### config.mk
export PLATFORM = sky130hd
export DESIGN_NAME = sslc_stack_guard
export DESIGN_NICKNAME = d
export VERILOG_FILES = /design/src/sslc_pkg.sv /design/src/sslc_ea_if.sv /design/src/sslc_bound_check.sv /design/src/sslc_stack_guard.sv
export SDC_FILE = /design/constraint.sdc
export NUM_CORES = 1
export LEC_CHECK = 0
export ABC_AREA = 0
export BUFFER_PORTS_ARGS = -buffer_cell sky130_fd_sc_hd__buf_2
export CAP_MARGIN = 20
export CORE_MARGIN = 2
export CORE_UTILIZATION = 35
export DETAILED_ROUTE_END_ITERATION = 8
export HOLD_SLACK_MARGIN = 0.03
export PLACE_DENSITY = 0.57
export SYNTH_ARGS = -nofsm -noshare
export SYNTH_HDL_FRONTEND = slang
export SYNTH_HIERARCHICAL = 1
export SYNTH_SLANG_ARGS = --single-unit
### constraint.sdc
create_clock -name clk -period 6 [get_ports clk]
set_input_delay 0.6 -clock clk [delete_from_list [all_inputs] [get_ports clk]]
set_output_delay 0.6 -clock clk [all_outputs]
set_load 0.02 [all_outputs]
### src/sslc_pkg.sv
// sslc_pkg: shared constants and types for the stack limit guard
// assumes a 16-bit byte-addressed data space with word-aligned stack
package sslc_pkg;

	// data address width and program counter width
	localparam int SSLC_AW = 16;
	localparam int SSLC_PCW = 24;

	// stack pointer value after reset
	localparam logic [15:0] SSLC_SP_RESET = 16'h0800;
	// lowest legal stack address; below it lies register space
	localparam logic [15:0] SSLC_SFR_TOP = 16'h0800;
	// one stack word in bytes
	localparam logic [15:0] SSLC_WORD_STEP = 16'h0002;
	// bit forced clear for word alignment
	localparam int SSLC_ALIGN_BIT = 0;
	// bit of the upper pushed word that holds the pc msb
	localparam int SSLC_PC_MSB_POS = 7;

	// stack operations requested by the core
	typedef enum logic [1:0]
	{
		SSLC_OP_PUSH = 2'h0,
		SSLC_OP_POP = 2'h1,
		SSLC_OP_CALL = 2'h2,
		SSLC_OP_EXC = 2'h3
	} sslc_op_e;

	// sequencer states
	typedef enum logic
	{
		SSLC_ST_IDLE = 1'h0,
		SSLC_ST_HIWORD = 1'h1
	} sslc_state_e;

endpackage : sslc_pkg

### src/sslc_ea_if.sv
// sslc_ea_if: effective address handed to the bounds checker
// assumes both ends sit on the same core clock
`timescale 1ns/1ps
interface sslc_ea_if;
	logic valid;
	logic [15:0] ea;
	logic [15:0] limit;
	logic overflow;
	logic underflow;

	// the sequencer asks, the checker answers in the same cycle
	modport req (output valid, ea, limit, input overflow, underflow);
	modport chk (input valid, ea, limit, output overflow, underflow);
endinterface : sslc_ea_if

### src/sslc_bound_check.sv
// sslc_bound_check: combinational overflow and underflow compare
// assumes limit already has its low bit cleared by the owner
`timescale 1ns/1ps
module sslc_bound_check
	import sslc_pkg::*;
(
	// effective address to judge
	sslc_ea_if.chk ea_bus
);

	// unsigned compares, no sign games across the 0x8000 boundary
	always_comb
	begin
		ea_bus.overflow = ea_bus.valid && (ea_bus.ea > ea_bus.limit);
		ea_bus.underflow = ea_bus.valid && (ea_bus.ea < SSLC_SFR_TOP);
	end

endmodule : sslc_bound_check

### src/sslc_stack_guard.sv
// sslc_stack_guard: stack pointer, push/pop sequencing, limit trap
// assumes the core issues one stack op at a time and reads pop data
// itself from the memory at mem_addr
`timescale 1ns/1ps
module sslc_stack_guard
	import sslc_pkg::*;
(
	// clock and reset
	input wire logic clk,
	input wire logic reset,
	// working register and limit writes
	input wire logic sp_wr_en,
	input wire logic [15:0] sp_wr_data,
	input wire logic lim_wr_en,
	input wire logic [15:0] lim_wr_data,
	// stack operation request
	input wire logic op_valid,
	input wire sslc_op_e op_kind,
	input wire logic [15:0] op_data,
	input wire logic [SSLC_PCW-1:0] pc,
	input wire logic [7:0] status_low_byte,
	output logic op_ready,
	// other addressing through the stack pointer
	input wire logic ind_valid,
	input wire logic [15:0] ind_ea,
	// memory access
	output logic mem_req,
	output logic mem_we,
	output logic [15:0] mem_addr,
	output logic [15:0] mem_wdata,
	// state and traps
	output logic [15:0] stack_ptr,
	output logic stack_err_trap,
	output logic err_overflow,
	output logic err_underflow
);

	sslc_state_e state_q;
	logic [15:0] sp_q;
	logic [15:0] limit_q;
	logic [15:0] hi_word_q;
	logic [15:0] hi_word_d;
	logic [15:0] ea_cur;
	logic [15:0] wdata_cur;
	logic op_take;
	logic stack_move;
	logic is_pop;
	logic word_push;
	logic trap_now;

	sslc_ea_if ea_bus ();

	sslc_bound_check u_check
	(
		.ea_bus(ea_bus)
	);

	// one op at a time; pointer writes and other accesses hold ops off
	assign op_ready = (state_q == SSLC_ST_IDLE) && !sp_wr_en && !ind_valid;
	assign op_take = op_valid && op_ready;
	assign stack_move = op_take || (state_q == SSLC_ST_HIWORD);
	assign is_pop = op_take && (op_kind == SSLC_OP_POP);
	assign word_push = stack_move && !is_pop;

	// address and data of the current stack word
	always_comb
	begin
		ea_cur = sp_q;
		wdata_cur = op_data;
		if (state_q == SSLC_ST_HIWORD)
		begin
			wdata_cur = hi_word_q;
		end
		else if (is_pop)
		begin
			ea_cur = sp_q - SSLC_WORD_STEP;
		end
		else if (op_take && (op_kind != SSLC_OP_PUSH))
		begin
			wdata_cur = pc[15:0];
		end
		else if (!op_take && ind_valid)
		begin
			ea_cur = ind_ea;
		end
	end

	// upper pc word; call clears the msb, exception adds status byte
	always_comb
	begin
		if (op_kind == SSLC_OP_EXC)
		begin
			hi_word_d = {status_low_byte, pc[SSLC_PCW-1:16]};
		end
		else
		begin
			hi_word_d = {8'h00, 1'b0, pc[SSLC_PCW-2:16]};
		end
	end

	// every stack word address goes through the checker; an indirect address only while the sequencer is idle
	assign ea_bus.valid = stack_move || (ind_valid && state_q == SSLC_ST_IDLE);
	assign ea_bus.ea = ea_cur;
	assign ea_bus.limit = limit_q;
	assign trap_now = ea_bus.overflow || ea_bus.underflow;

	// limit has no reset on purpose; low bit tied clear
	// a limit write lands at the edge, so a stack read one op later
	// already sees it; the core keeps the gap itself
	always_ff @(posedge clk)
	begin
		if (lim_wr_en)
		begin
			limit_q <= {lim_wr_data[15:1], 1'b0};
		end
	end

	// stack pointer; a trapped access leaves it untouched
	always_ff @(posedge clk or posedge reset)
	begin
		if (reset)
		begin
			sp_q <= SSLC_SP_RESET;
		end
		else if (sp_wr_en)
		begin
			sp_q <= {sp_wr_data[15:1], 1'b0};
		end
		else if (stack_move && !trap_now)
		begin
			if (is_pop)
			begin
				sp_q <= sp_q - SSLC_WORD_STEP;
			end
			else
			begin
				sp_q <= sp_q + SSLC_WORD_STEP;
			end
		end
	end

	// sequencer: pc pushes take two words, low word first
	always_ff @(posedge clk or posedge reset)
	begin
		if (reset)
		begin
			state_q <= SSLC_ST_IDLE;
		end
		else
		begin
			case (state_q)
				SSLC_ST_IDLE:
				begin
					if (op_take && !trap_now && op_kind[1])
					begin
						state_q <= SSLC_ST_HIWORD;
					end
				end
				SSLC_ST_HIWORD:
				begin
					state_q <= SSLC_ST_IDLE;
				end
				default:
				begin
					state_q <= SSLC_ST_IDLE;
				end
			endcase
		end
	end

	// upper word held for the second cycle
	always_ff @(posedge clk or posedge reset)
	begin
		if (reset)
		begin
			hi_word_q <= 16'h0000;
		end
		else if (op_take)
		begin
			hi_word_q <= hi_word_d;
		end
	end

	// memory strobe; a trapping access never reaches memory
	always_ff @(posedge clk or posedge reset)
	begin
		if (reset)
		begin
			mem_req <= 1'b0;
			mem_we <= 1'b0;
			mem_addr <= 16'h0000;
			mem_wdata <= 16'h0000;
		end
		else
		begin
			mem_req <= stack_move && !trap_now;
			mem_we <= word_push;
			mem_addr <= ea_cur;
			mem_wdata <= wdata_cur;
		end
	end

	// trap pulses, one cycle after the offending address
	always_ff @(posedge clk or posedge reset)
	begin
		if (reset)
		begin
			stack_err_trap <= 1'b0;
			err_overflow <= 1'b0;
			err_underflow <= 1'b0;
		end
		else
		begin
			stack_err_trap <= trap_now;
			err_overflow <= ea_bus.overflow;
			err_underflow <= ea_bus.underflow;
		end
	end

	assign stack_ptr = sp_q;
endmodule : sslc_stack_guard

==> flow_metrics.py <==
metrics = {
    "detailed_routing": {
        "drt_iter0_drc": 231,
        "drc": 0,
        "drt_first_pass_iters": 5,
        "routed_wl_mm": 12.96,
        "antenna_left": 0,
        "vias_per_cell": 5.064,
        "vias": 4092,
        "wl_per_cell_um": 16.04,
    },
    "clocking": {
        "worstSkewPairLatency_ns": 0.35,
        "clock-root-buffer": "clkbuf_16",
        "clkTransAtPathRegs_ns": 0.06,
        "cts_tree": "built",
        "cts_sinks": 84,
        "cts_resized": 0,
        "cts_setup_buffers": 0,
        "cts-hold-fix-buffers": 0,
        "clockBufferDepth": 2,
        "htreeDepth": 3,
        "cts_buffers": 9,
    },
    "setup_path": {
        "crit_required_ns": 6.23,
        "critPathCaptureType": "register",
        "setup.worst_path.start_class": "register",
        "timing.rr.start": "stack_ptr[1]",
        "rr_worst_depth": 17,
        "cp_max_fo": 10,
        "timing.rr.end": "stack_ptr[15]",
        "reg2reg_slack_ns": 0.80,
        "arrival_ns": 5.43,
        "setup.worst_path.end": "stack_ptr[15]",
        "cp-startpoint": "stack_ptr[1]",
        "setup.worst_path.class": "register to register",
    },
    "timing": {
        "max_freq_mhz": 192.3,
        "period_share": 0.8667,
        "finalSetupViolations": 0,
        "post-route-min-period_ns": 5.200,
        "holdWs_ns": 0.2970,
        "timing.slew.headroom": 0.3931,
        "final_hold_viol_count": 0,
        "fin_skew_ns": 0.01018,
        "finalMaxSlewViolations": 0,
        "tns_ns": 0,
        "rsz0062_at_grt": "no",
        "tightest_slew_ns": 0.9082,
        "fin_ws_ns": 0.8000,
    },
    "outcome": {
        "outcome": "complete, no violations",
    },
    "yosys": {
        "yosysSeqAreaShare": 0.4823,
        "yosysTopAreaCell": "dfrtp_1",
        "synth_ff_type": "dfrtp_1",
        "synth_edf_count": 15,
        "syn_area_um2": 4517,
        "yosys-top-cells-area": "dfrtp_1 (38%), edfxtp_1 (10%), nand2_1 (7.6%)",
        "syn_area_per_cell_um2": 9.430,
        "synthArstFlopShare": 0.8214,
        "ys_seq_elements": 84,
        "synth_cell_types": 57,
        "ys.warnings.count": 6,
        "synth_top_area_frac": 0.3767,
        "netlist_instances": 479,
    },
    "floorplanning": {
        "die_area_um2": 13830,
        "core_area_um2": 12620,
        "fp.dieW_um": 117.6,
        "io_pins": 158,
        "num_rows": 41,
        "start_util": 0.3579,
        "die_h_um": 117.6,
    },
    "final_layout": {
        "fillers": 1292,
        "seq_area_um2": 2178,
        "syn_to_final_growth_pct": 28.45,
        "fin_util": 0.4597,
        "final_cell_mix": "buf_2 (154), nand2_1 (91), dfrtp_1 (68)",
        "nets": 752,
        "layout-drive-gt1-share": 0.3071,
        "final_common_cell": "buf_2",
        "multi_input_area_um2": 2130,
        "stdcell_count": 808,
    },
    "global_routing": {
        "grt_max_degree": 46,
        "gr-usage-all-layers": 0.1947,
        "antenna_found_initial": 1,
        "grt_pass1_vias": 4193,
        "grt_first_pass_wirelength_mm": 21.29,
        "grt-ovfl-total": 0,
    },
    "pwr": {
        "p_seq_frac": 0.432,
        "p_sw_uw": 463.9,
        "power.internal_mw": 1.128,
        "power_frac_comb": 0.198,
        "power.leakage_nw": 2.852,
        "p_per_area_nw_per_um2": 274.5,
        "pwr-share-clk": 0.370,
        "ir_drop_uv": 140.3,
        "sw_frac_of_total": 0.2913,
    },
    "placement": {
        "io_buffers": 154,
        "hpwlAfterDp_mm": 9.909,
        "dp_cells": 791,
        "dp_slack_ns": 0.7580,
        "gp_congestion": 0.8502,
    },
    "flow_run": {
        "drv_cap": 0,
    },
    "min_path": {
        "worstHoldPathType": "input port to asynchronous set/reset pin",
    },
}
## metrics by stage
stage | power [mW] | instance area, um^2
2_1_floorplan | 0.8828 | 4521
3_3_place_gp | 1.008 | 5489
3_5_place_dp | 1.015 | 5489
4_1_cts | 1.609 | 5799
5_1_grt | 1.674 | 5802
6_report | 1.592 | 5802
## synthesized netlist by cell type, types with 2 or more instances
library cell,number
a211o_1,2
a21o_1,3
a21oi_1,21
a221o_1,3
a22oi_1,4
a31oi_1,3
and2_1,4
and3_1,3
and4_1,3
buf_2,2
clkbuf_1,24
dfrtp_1,68
edfxtp_1,15
ha_1,18
inv_1,24
mux2_2,4
mux2i_1,17
nand2_1,91
nand2b_1,4
nand3_1,14
nand4_1,8
nor2_1,15
nor2b_1,5
nor3_1,14
nor3b_1,2
nor4_1,3
o2111ai_1,4
o211ai_1,7
o21a_1,3
o21ai_0,41
o221ai_1,2
o311ai_0,3
o31ai_1,2
o32a_1,2
o32ai_1,2
or2_2,2
or3_1,5
or4_1,2
or4b_2,2
xnor2_1,5
xor2_1,7
## cell type report
class	instances	share of cell area
diodes	1	0.0004313
flip-flops and latches	84	0.3755
clock buffers	12	0.04076
repair buffers	168	0.1510
inverters	24	0.01553
multi-input cells	343	0.3670
clock inverters	4	0.01272
well taps	172	0.03709
## routing by layer
layer | up-vias | share of wire | global-route usage
met3 | 18 | 0.068 | 0.03973
met2 | 173 | 0.47 | 0.3223
li1 | 2007 | - | -
met4 | 0 | 0.022 | 0.08057
met5 | - | 0 | 0
met1 | 1894 | 0.44 | 0.2482
## sequential cells by signal, summed over array words and instances, names as in the netlist
register and count:
mem_addr 16, mem_req 1, hi_word_q 16, ea_bus.limit 15
mem_we 1, err_underflow 1, stack_err_trap 1, state_q 1
mem_wdata 16, stack_ptr 15, err_overflow 1
## worst min-delay path by stage
stage | cells past startpoint | to | start | slack, ns
6_report | 2 | mem_addr[5] | reset | 0.30
5_1_grt | 2 | mem_addr[5] | reset | 0.36
4_1_cts | 2 | mem_addr[5] | reset | 0.32
3_5_place_dp | 2 | hi_word_q[7] | hi_word_q[7] | 0.46
3_3_place_gp | 2 | hi_word_q[8] | hi_word_q[8] | 0.45
2_1_floorplan | 2 | hi_word_q[10] | hi_word_q[10] | 0.44
## critical path: stages (launching register included)
cell and delay, ns:
dfrtp_1 0.49, inv_1 0.14, ha_1 0.23, nor3b_2 0.19
buf_4 0.18, nand2_1 0.13, or3_1 0.45, o311ai_0 0.62
ha_1 0.27, nand4_1 0.13, or4_1 0.56, o21ai_0 0.17
a31oi_1 0.07, nor2_1 0.41, o221ai_1 0.31, o32ai_1 0.46
xnor2_1 0.18, o21ai_0 0.09
## power by group through the flow
stage / registers (mW) / logic, mW / clock network [mW]
2_1_floorplan: 0.724 / 0.158 / 0
3_3_place_gp: 0.699 / 0.309 / 0
3_5_place_dp: 0.698 / 0.316 / 0
4_1_cts: 0.688 / 0.318 / 0.603
5_1_grt: 0.696 / 0.352 / 0.626
6_report: 0.687 / 0.315 / 0.590
## logic make-up (layout without fill, tap and decap cells)
| kind of cell | count (synthesis) | in the layout | synth area share |
|---|---|---|---|
| and+or+nand+nor | 184 | 184 | 0.2014 |
| muxes | 21 | 21 | 0.04764 |
| xor gates and xnor gates | 12 | 12 | 0.02327 |
| buffers and inverters | 53 | 208 | 0.04709 |
| AOI/OAI and AO/OA | 106 | 106 | 0.1476 |
| DFF | 84 | 84 | 0.4823 |
| adders and majority gates | 18 | 18 | 0.04986 |
| other | 1 | 3 | 0.0008302 |
Power figures use the tool's default switching activity.
